$ cat src/i2cm_pkg.sv
// constants, field layout and state encoding of the i2c master transfer control
package i2cm_pkg;
	// ---------------------------------------------------------------
	// register byte offsets
	// ---------------------------------------------------------------
	localparam int ADDR_W = 5;
	localparam logic [4:0] ADR_DIV = 5'h00;
	localparam logic [4:0] ADR_WORDS = 5'h04;
	localparam logic [4:0] ADR_TADDR = 5'h08;
	localparam logic [4:0] ADR_DATA = 5'h0C;
	localparam logic [4:0] ADR_CMD = 5'h10;
	localparam logic [4:0] ADR_STATUS = 5'h14;
	localparam logic [4:0] ADR_TALLY = 5'h18;
	localparam logic [4:0] ADR_CTRL = 5'h1C;
	// ---------------------------------------------------------------
	// field positions
	// ---------------------------------------------------------------
	localparam int DIV_W = 8;
	localparam int DIV_FAST_BIT = 31;
	localparam int WORDS_W = 11;
	localparam int TADDR_DIR_BIT = 0;
	localparam int TADDR_LSB = 1;
	localparam int TADDR_MSB = 10;
	localparam int TADDR_A10_BIT = 15;
	localparam int CMD_START_BIT = 0;
	localparam int CMD_STOP_BIT = 1;
	localparam int CMD_CANCEL_BIT = 2;
	localparam int CTRL_POLICY_BIT = 0;
	localparam int ST_IDLE_BIT = 1;
	localparam int ST_WAITING_BIT = 2;
	localparam int ST_STALLED_BIT = 3;
	localparam int ST_NACKADDR_BIT = 5;
	localparam int ST_NACKDATA_BIT = 6;
	localparam int ST_RXNEMPTY_BIT = 8;
	localparam int ST_TXEMPTY_BIT = 12;
	// ---------------------------------------------------------------
	// reset values and fixed figures
	// ---------------------------------------------------------------
	localparam logic [7:0] DIV_RST = 8'h18;
	localparam logic [10:0] WORDS_RST = 11'h001;
	localparam logic [10:0] WORDS_CONT = 11'h7FF;
	localparam logic [10:0] TALLY_MAX = 11'h7FE;
	localparam logic [4:0] MULT_STD = 5'h14;
	localparam logic [4:0] MULT_FAST = 5'h19;
	localparam logic [4:0] HDR10 = 5'h1E;
	localparam logic [3:0] BIT_ACK = 4'h8;
	localparam logic [3:0] BIT_PREP = 4'h9;
	// ---------------------------------------------------------------
	// controller states
	// ---------------------------------------------------------------
	typedef enum logic [2:0] {
		ST_IDLE = 3'h0,
		ST_START = 3'h1,
		ST_ADDR = 3'h3,
		ST_TXD = 3'h2,
		ST_RXD = 3'h6,
		ST_STOP = 3'h7,
		ST_WAIT = 3'h5
	} i2cm_state_e;
endpackage

$ cat src/i2cm_tick.sv
// internal bit-timing clock divider: one tick every (1 + divider) system clocks
`timescale 1ns/10ps
module i2cm_tick (
	input wire logic i_sys_clk,
	input wire logic i_arst_n,
	input wire logic [i2cm_pkg::DIV_W-1:0] i_div,
	output logic o_tick
);
	import i2cm_pkg::*;

	typedef struct packed {
		logic [DIV_W-1:0] cnt;
		logic tick;
	} i2cm_tick_s;

	i2cm_tick_s s_ff;
	i2cm_tick_s nxt_s;

	always_comb
	begin
		nxt_s = s_ff;
		nxt_s.tick = (s_ff.cnt == '0);
		nxt_s.cnt = (s_ff.cnt == '0) ? i_div : s_ff.cnt - 8'h01;
	end

	always_ff @(posedge i_sys_clk or negedge i_arst_n)
	begin
		if (!i_arst_n)
			s_ff <= '0;
		else
			s_ff <= nxt_s;
	end

	assign o_tick = s_ff.tick;
endmodule // i2cm_tick

$ cat src/i2cm_ctrl.sv
// i2c master transfer control: divider, word count, address, data fifos, command
`timescale 1ns/10ps
module i2cm_ctrl #(
	parameter int FIFO_AW = 4
) (
	input wire logic i_sys_clk,
	input wire logic i_arst_n,
	input wire logic [i2cm_pkg::ADDR_W-1:0] i_addr,
	input wire logic [31:0] i_wdata,
	input wire logic i_wr,
	input wire logic i_rd,
	output logic [31:0] o_rdata,
	input wire logic i_scl,
	output logic o_scl,
	output logic o_scl_oe_n,
	input wire logic i_sda,
	output logic o_sda,
	output logic o_sda_oe_n
);
	import i2cm_pkg::*;

	localparam int FIFO_DEPTH = 1 << FIFO_AW;
	localparam logic [FIFO_AW:0] FIFO_FULL = (FIFO_AW+1)'(FIFO_DEPTH);

	typedef struct packed {
		logic fast;
		logic [DIV_W-1:0] div;
		logic [WORDS_W-1:0] words;
		logic a10;
		logic [9:0] taddr;
		logic dir;
		logic policy;
		logic [FIFO_DEPTH-1:0][7:0] txm;
		logic [FIFO_AW:0] txc;
		logic [FIFO_AW-1:0] txr;
		logic [FIFO_AW-1:0] txw;
		logic [FIFO_DEPTH-1:0][7:0] rxm;
		logic [FIFO_AW:0] rxc;
		logic [FIFO_AW-1:0] rxr;
		logic [FIFO_AW-1:0] rxw;
		i2cm_state_e st;
		logic [4:0] ph;
		logic [3:0] bitn;
		logic [7:0] sh;
		logic [1:0] astep;
		logic smp;
		logic stop_req;
		logic stalled;
		logic nack_a;
		logic nack_d;
		logic [WORDS_W-1:0] sent;
		logic [WORDS_W-1:0] rcvd;
		logic scl_oe_n;
		logic sda_oe_n;
		logic [31:0] rdata;
	} i2cm_ctrl_s;

	i2cm_ctrl_s s_ff;
	i2cm_ctrl_s nxt_s;
	logic tick;
	logic tx_push;
	logic tx_pop;
	logic rx_push;
	logic rx_pop;
	logic [4:0] mult;
	logic [4:0] half;
	logic [4:0] samp;
	logic last_ph;
	logic stretch;
	logic last_rx;
	logic [31:0] status;

	// ---------------------------------------------------------------
	// helpers
	// ---------------------------------------------------------------
	function automatic logic [4:0] bit_mult(input logic fast);
		return fast ? MULT_FAST : MULT_STD;
	endfunction

	function automatic logic [10:0] sat_inc(input logic [10:0] v);
		return (v >= TALLY_MAX) ? TALLY_MAX : v + 11'h001;
	endfunction

	function automatic i2cm_state_e end_state(input logic stop_req);
		return stop_req ? ST_STOP : ST_WAIT;
	endfunction

	i2cm_tick u_tick (
		.i_sys_clk(i_sys_clk),
		.i_arst_n(i_arst_n),
		.i_div(s_ff.div),
		.o_tick(tick)
	);

	// ---------------------------------------------------------------
	// transfer engine, register port and fifos
	// ---------------------------------------------------------------
	always_comb
	begin
		nxt_s = s_ff;
		tx_push = 1'b0;
		tx_pop = 1'b0;
		rx_push = 1'b0;
		rx_pop = 1'b0;
		mult = bit_mult(s_ff.fast);
		half = {1'b0, mult[4:1]};
		samp = half + {2'b00, mult[4:2]};
		last_ph = (s_ff.ph == mult - 5'h01);
		// a slave holding scl low freezes the high half of the bit
		stretch = s_ff.scl_oe_n && !i_scl && (s_ff.ph >= half);
		// the received count stops at its cap, so an all-ones count ends at the cap
		last_rx = (({1'b0, s_ff.rcvd} + 12'h001) >= {1'b0, s_ff.words})
			|| ((s_ff.rcvd + 11'h001) >= TALLY_MAX);
		status = '0;
		status[ST_IDLE_BIT] = (s_ff.st == ST_IDLE);
		status[ST_WAITING_BIT] = (s_ff.st == ST_WAIT);
		status[ST_STALLED_BIT] = s_ff.stalled;
		status[ST_NACKADDR_BIT] = s_ff.nack_a;
		status[ST_NACKDATA_BIT] = s_ff.nack_d;
		status[ST_RXNEMPTY_BIT] = (s_ff.rxc != '0);
		status[ST_TXEMPTY_BIT] = (s_ff.txc == '0);

		if (tick && s_ff.bitn == BIT_PREP && s_ff.st == ST_TXD)
		begin
			nxt_s.stalled = 1'b0;
			if (s_ff.sent >= s_ff.words)
				nxt_s.st = end_state(s_ff.stop_req);
			else if (s_ff.txc == '0)
			begin
				if (s_ff.policy && s_ff.sent != '0)
					nxt_s.st = end_state(s_ff.stop_req);
				else
					nxt_s.stalled = 1'b1;
			end
			else
			begin
				tx_pop = 1'b1;
				nxt_s.sh = s_ff.txm[s_ff.txr];
				nxt_s.bitn = 4'h0;
			end
		end
		else if (tick && s_ff.bitn == BIT_PREP && s_ff.st == ST_RXD)
		begin
			nxt_s.stalled = 1'b0;
			if (s_ff.rcvd >= s_ff.words || s_ff.rcvd == TALLY_MAX)
				nxt_s.st = end_state(s_ff.stop_req);
			else if (s_ff.rxc == FIFO_FULL)
				nxt_s.stalled = 1'b1;
			else
				nxt_s.bitn = 4'h0;
		end
		else if (tick && s_ff.bitn == BIT_PREP && s_ff.st == ST_ADDR)
			nxt_s.st = ST_START;
		else if (tick && !stretch && s_ff.st != ST_IDLE && s_ff.st != ST_WAIT)
		begin
			if (s_ff.ph == samp)
				nxt_s.smp = i_sda;
			nxt_s.ph = last_ph ? 5'h00 : s_ff.ph + 5'h01;
			if (last_ph)
			begin
				case (s_ff.st)
					ST_START:
					begin
						nxt_s.st = ST_ADDR;
						nxt_s.bitn = 4'h0;
						if (s_ff.astep == 2'h2)
							nxt_s.sh = {HDR10, s_ff.taddr[9:8], 1'b1};
						else if (s_ff.a10)
							nxt_s.sh = {HDR10, s_ff.taddr[9:8], 1'b0};
						else
							nxt_s.sh = {s_ff.taddr[6:0], s_ff.dir};
					end
					ST_STOP:
						nxt_s.st = ST_IDLE;
					ST_ADDR, ST_TXD, ST_RXD:
					begin
						if (s_ff.bitn != BIT_ACK)
						begin
							nxt_s.sh = {s_ff.sh[6:0], s_ff.smp};
							nxt_s.bitn = s_ff.bitn + 4'h1;
						end
						else if (s_ff.st == ST_ADDR)
						begin
							if (s_ff.smp)
							begin
								nxt_s.nack_a = 1'b1;
								nxt_s.st = end_state(s_ff.stop_req);
							end
							else if (s_ff.a10 && s_ff.astep == 2'h0)
							begin
								nxt_s.astep = 2'h1;
								nxt_s.sh = s_ff.taddr[7:0];
								nxt_s.bitn = 4'h0;
							end
							else if (s_ff.a10 && s_ff.astep == 2'h1 && s_ff.dir)
							begin
								// one low tick lets the slave drop its ack before the restart
								nxt_s.astep = 2'h2;
								nxt_s.bitn = BIT_PREP;
							end
							else
							begin
								nxt_s.st = s_ff.dir ? ST_RXD : ST_TXD;
								nxt_s.bitn = BIT_PREP;
							end
						end
						else if (s_ff.st == ST_TXD)
						begin
							nxt_s.sent = sat_inc(s_ff.sent);
							nxt_s.bitn = BIT_PREP;
							if (s_ff.smp)
							begin
								nxt_s.nack_d = 1'b1;
								nxt_s.st = end_state(s_ff.stop_req);
							end
						end
						else
						begin
							rx_push = 1'b1;
							nxt_s.rcvd = sat_inc(s_ff.rcvd);
							nxt_s.bitn = BIT_PREP;
						end
					end
					default:
						nxt_s.st = ST_IDLE;
				endcase
			end
		end

		// register writes
		if (i_wr)
		begin
			case (i_addr)
				ADR_DIV:
				begin
					nxt_s.fast = i_wdata[DIV_FAST_BIT];
					nxt_s.div = i_wdata[DIV_W-1:0];
				end
				ADR_WORDS:
					nxt_s.words = i_wdata[WORDS_W-1:0];
				ADR_TADDR:
				begin
					nxt_s.dir = i_wdata[TADDR_DIR_BIT];
					nxt_s.taddr = i_wdata[TADDR_MSB:TADDR_LSB];
					nxt_s.a10 = i_wdata[TADDR_A10_BIT];
				end
				ADR_DATA:
					tx_push = (s_ff.txc != FIFO_FULL);
				ADR_CTRL:
					nxt_s.policy = i_wdata[CTRL_POLICY_BIT];
				ADR_CMD:
				begin
					if (s_ff.st == ST_IDLE || s_ff.st == ST_WAIT)
					begin
						if (i_wdata[CMD_START_BIT])
						begin
							nxt_s.st = ST_START;
							nxt_s.stop_req = i_wdata[CMD_STOP_BIT];
							nxt_s.ph = 5'h00;
							nxt_s.astep = 2'h0;
							nxt_s.sent = '0;
							nxt_s.rcvd = '0;
							nxt_s.nack_a = 1'b0;
							nxt_s.nack_d = 1'b0;
							nxt_s.stalled = 1'b0;
						end
						else if (i_wdata[CMD_STOP_BIT] && s_ff.st == ST_WAIT)
						begin
							nxt_s.st = ST_STOP;
							nxt_s.ph = 5'h00;
						end
					end
					else if (i_wdata[CMD_CANCEL_BIT])
					begin
						nxt_s.st = ST_STOP;
						nxt_s.ph = 5'h00;
						nxt_s.stalled = 1'b0;
					end
				end
				default:
					nxt_s.fast = nxt_s.fast;
			endcase
		end

		// register reads, data valid only in the cycle after the strobe
		nxt_s.rdata = '0;
		if (i_rd)
		begin
			case (i_addr)
				ADR_DIV:
					nxt_s.rdata = {s_ff.fast, 23'h000000, s_ff.div};
				ADR_WORDS:
					nxt_s.rdata = {21'h000000, s_ff.words};
				ADR_TADDR:
					nxt_s.rdata = {16'h0000, s_ff.a10, 4'h0, s_ff.taddr, s_ff.dir};
				ADR_DATA:
				begin
					rx_pop = (s_ff.rxc != '0);
					if (s_ff.rxc != '0)
						nxt_s.rdata = {24'h000000, s_ff.rxm[s_ff.rxr]};
				end
				ADR_STATUS:
					nxt_s.rdata = status;
				ADR_TALLY:
					nxt_s.rdata = {21'h000000, s_ff.sent};
				ADR_CTRL:
					nxt_s.rdata = {31'h00000000, s_ff.policy};
				default:
					nxt_s.rdata = '0;
			endcase
		end

		// fifo pointers; push and pop may meet in one cycle
		if (tx_push)
		begin
			nxt_s.txm[s_ff.txw] = i_wdata[7:0];
			nxt_s.txw = s_ff.txw + FIFO_AW'(1);
		end
		if (tx_pop)
			nxt_s.txr = s_ff.txr + FIFO_AW'(1);
		nxt_s.txc = s_ff.txc + (FIFO_AW+1)'(tx_push) - (FIFO_AW+1)'(tx_pop);
		if (rx_push)
		begin
			nxt_s.rxm[s_ff.rxw] = s_ff.sh;
			nxt_s.rxw = s_ff.rxw + FIFO_AW'(1);
		end
		if (rx_pop)
			nxt_s.rxr = s_ff.rxr + FIFO_AW'(1);
		nxt_s.rxc = s_ff.rxc + (FIFO_AW+1)'(rx_push) - (FIFO_AW+1)'(rx_pop);

		// pin drive from the next state, low enable pulls the wire low
		case (nxt_s.st)
			ST_START:
			begin
				nxt_s.scl_oe_n = (nxt_s.ph < samp);
				nxt_s.sda_oe_n = (nxt_s.ph < half);
			end
			ST_STOP:
			begin
				nxt_s.scl_oe_n = (nxt_s.ph >= half);
				nxt_s.sda_oe_n = (nxt_s.ph >= samp);
			end
			ST_ADDR, ST_TXD, ST_RXD:
			begin
				nxt_s.scl_oe_n = (nxt_s.ph >= half);
				if (nxt_s.bitn < BIT_ACK)
					nxt_s.sda_oe_n = (nxt_s.st == ST_RXD) ? 1'b1 : nxt_s.sh[7];
				else if (nxt_s.bitn == BIT_ACK)
					nxt_s.sda_oe_n = (nxt_s.st == ST_RXD) ? last_rx : 1'b1;
			end
			ST_WAIT:
				nxt_s.scl_oe_n = 1'b0;
			default:
			begin
				nxt_s.scl_oe_n = 1'b1;
				nxt_s.sda_oe_n = 1'b1;
			end
		endcase
	end

	always_ff @(posedge i_sys_clk or negedge i_arst_n)
	begin
		if (!i_arst_n)
		begin
			s_ff <= '0;
			s_ff.div <= DIV_RST;
			s_ff.words <= WORDS_RST;
			s_ff.st <= ST_IDLE;
			s_ff.scl_oe_n <= 1'b1;
			s_ff.sda_oe_n <= 1'b1;
		end
		else
			s_ff <= nxt_s;
	end

	assign o_rdata = s_ff.rdata;
	assign o_scl = 1'b0;
	assign o_sda = 1'b0;
	assign o_scl_oe_n = s_ff.scl_oe_n;
	assign o_sda_oe_n = s_ff.sda_oe_n;
endmodule // i2cm_ctrl

$ cat config.mk
export PLATFORM = sky130hd
export DESIGN_NAME = i2cm_ctrl
export DESIGN_NICKNAME = d
export VERILOG_FILES = /design/src/i2cm_pkg.sv /design/src/i2cm_tick.sv /design/src/i2cm_ctrl.sv
export SDC_FILE = /design/constraint.sdc
export NUM_CORES = 1
export LEC_CHECK = 0
export BUFFER_PORTS_ARGS = -buffer_cell sky130_fd_sc_hd__buf_2
export CAP_MARGIN = 25
export CORE_UTILIZATION = 58
export DETAILED_ROUTE_END_ITERATION = 6
export GPL_TIMING_DRIVEN = 0
export MAX_ROUTING_LAYER = met4
export PLACE_DENSITY = 0.82
export SLEW_MARGIN = 25
export SYNTH_ARGS = -nofsm -noshare
export SYNTH_HDL_FRONTEND = slang
export SYNTH_SLANG_ARGS = --single-unit
$ cat constraint.sdc
create_clock -name i_sys_clk -period 3.8 [get_ports i_sys_clk]
set_input_delay 0.38 -clock i_sys_clk [delete_from_list [all_inputs] [get_ports i_sys_clk]]
set_output_delay 0.38 -clock i_sys_clk [all_outputs]
set_load 0.02 [all_outputs]
==> out/metrics.cfg <==
[yosys]
syn_inst=1667
syn_avg_cell_area_um2=12.2
ys.flop_type=dfrtp_1
synthTopCellsByCount=dfrtp_1, mux2_2, nand2_1, nor2_1, mux4_2
yosys_warnings=0
yosysMostFrequentCell=dfrtp_1
synth_top_family_by_area=multiplexers
synth.area.top_cells=dfrtp_1, mux2_2, mux4_2
synth.distinct_cells=73
synth_seq_area_share_pct=48.0
yosysTopAreaCell=dfrtp_1
yosys.area_share.adder_pct=4.83
synth-compound-area-share_pct=7.26
synth_area_um2=20300
yosys.area_share.simple_pct=8.88
synth_xor_area_share_pct=1.81
synth_edf_count=0
ys_ff_latch=389
synth_top_cell_area_share_pct=47.4
async_flop_share_pct=100
muxShareOfSynthArea_pct=25.1

[power_and_ir_drop]
ir_worst_vdd_uv=371
powerDensity_nw_per_um2=480
p_leak_nw=10.7

[critical_path]
max_stage_delay_ps=580
cpMaxStageDelayCell=nand4_1
worst_r2r_startpoint=s_ff[397]
reg2reg_to=s_ff[196]
crit_buf_inv=5
ff2ff_path_depth=11
cp.arrival_ps=4300
crit_required_ps=4220
crit_path_cell_trace=buf_6, or3b_1, a211o_4, or2_1, buf_6, nor4_4, buf_4, buf_4, buf_2, nand4_1, mux2_2
critical-path-top-delay-family=simple AND/OR/NAND/NOR gates
critPathLaunch=s_ff[397]
cp-end-kind=flop
worst-path-stages=11
cp_max_fo=10
crit_path_start_kind=flop
path_class=reg -> reg
ff2ff_setup_slack_ps=-80
endpoint=s_ff[196]

[timing]
drv_slew=0
setup_viol=8
hold_ws_ps=49.9
hold_viol=0
setup_ws_ps=-79.5
tightestPinTransition_ps=944
maxSlewHeadroom_pct=36.2
rsz0062_at_grt=true
max_freq_ghz=0.258
finalCritPeriodShare_pct=102
skew_ps=30.2
min_period_ps=3880

[clock_tree]
cts.path.max_buffers=3
cts_tree=yes
htree_levels=2
cts_made_buffers=43
clk_latency_ps=570
root_buffer=clkbuf_16
numClockSinks=389
clkTransAtPathRegs_ps=60

[detailed_routing]
wl_per_cell_um=22.7
vias=14300
ant_nets=0
route.detailed.drc=2
dr.pass1.iters=7
wl_um=51400
viasPerCell=6.33
drtIter0Drc=1375

[die]
rows=68
coreArea_um2=34500
initial_utilization_pct=58.8
die_w_um=189
dieArea_um2=35700
die_y_um=189
boundaryPins=79

[global_routing]
antenna_found_initial=0
grt_pass1_vias=14500
grt_pass1_wl_um=80900
grt_max_degree=95
track_usage_pct=30.2
overflow=0

[outcome]
violations=design-rule violations, negative setup slack
status=finished, violations left

[final_layout]
stdcell_area_um2=22900
num-fill-cells=2444
n_antenna_cell=0
drive_gt1_share_pct=30.4
area_growth_pct=12.8
nets=1898

[placement]
gp_congestion=0.963
portBuffers=33
dp_hpwl_um=35400
place_area_um2=21200

[job]
cap_violations=0

[min_path]
hp-class=in -> reg

==> worst min path at each step <==
| stage | startpoint | to | slack, ps | depth (start not counted) |
|---|---|---|---|---|
| floorplan | i_arst_n | o_rdata[0] | 80 | 0 |
| global placement | s_ff[303] | s_ff[303] | 460 | 2 |
| detailed placement | i_arst_n | s_ff[87] | 320 | 1 |
| CTS | i_sda | s_ff[60] | 40 | 2 |
| global route | i_sda | s_ff[60] | 60 | 2 |
| finish | i_sda | s_ff[60] | 50 | 2 |
==> cell type report <==
class | count | area, um^2 | area share (%)
flip-flops and latches | 389 | 9740 | 42.6
repair buffers | 49 | 382 | 1.67
multi-input cells | 1114 | 9870 | 43.1
plain buffers | 123 | 602 | 2.63
clock inverters | 14 | 196 | 0.859
inverters | 58 | 221 | 0.968
well taps | 455 | 569 | 2.49
clock buffers | 64 | 1300 | 5.67
==> stage by stage <==
stage / std cells / TNS [ps] / util (%) / setup WS [ps] / total power (W)
after floorplan: 1686 / 0 / - / 313 / 0.00603
after global placement: 2174 / -1895390 / 61.2 / -4900 / 0.00649
after detailed placement: 2178 / -29610 / 61.6 / -727 / 0.00659
after CTS: 2260 / 0 / 66.1 / 17.0 / 0.0110
after global routing: 2266 / -627 / 66.4 / -84.0 / 0.0114
final: 2266 / -469 / 66.4 / -79.5 / 0.0110
==> report_power, final <==
| part | switching (W) | total [W] | internal (W) |
|---|---|---|---|
| sequential | 0.000283 | 0.00474 | 0.00446 |
| clock | 0.00170 | 0.00434 | 0.00264 |
| combinational | 0.00110 | 0.00190 | 0.000799 |
==> cell usage in the layout, fill, tap and decap left out, types with 11 or more instances in the layout <==
master,Yosys,layout
clkbuf_1,58,63
nand2_1,133,133
dfrtp_1,384,383
xnor2_1,30,30
mux4_2,80,80
buf_4,34,44
clkbuf_16,0,45
conb_1,1,20
inv_1,58,55
buf_1,30,30
buf_2,3,34
mux2i_1,15,15
and3_1,11,11
ha_1,75,73
mux2_2,278,278
nand4_1,18,18
nor3_1,23,22
nand3_1,18,18
o21ai_0,65,64
xor2_1,12,12
a22oi_1,17,17
nor2_1,88,88
a21oi_1,58,57
==> flip-flops by register name, indices dropped and copies added (netlist names) <==
name and flops:
o_scl_oe_n 1, u_tick.s_ff 8, u_tick.o_tick 1, o_rdata 14, s_ff 364, o_sda_oe_n 1
==> kinds of logic after synthesis <==
| logic type | count (synthesis) |
|---|---|
| AO/OA/AOI/OAI | 233 |
| XOR/XNOR | 42 |
| adder cells (fa/ha/maj) | 77 |
| buffers and inverters | 183 |
| flip-flops | 389 |
| multiplexers | 374 |
| other | 1 |
| AND/OR/NAND/NOR | 368 |
==> layer usage <==
metal	wire length, um	part of all wire [%]	GRT usage [%]	vias up
li1	-	-	-	6258
met1	20900	41	39.2	7328
met2	25300	49	49.0	607
met3	3370	6.5	3.87	154
met4	1940	3.8	11.0	0
met5	0	0	-	-
==> timing repair <==
action | 4_1_cts | 5_1_grt
endpoints found under the hold margin | 48 | 0
buffers inserted | 5 | 6
endpoints found under the setup margin | 147 | 4
resized for setup | 9 | 14
pin swaps | 3 | 2
hold buffers | 1 | 0
(Power assumes the default switching activity.)
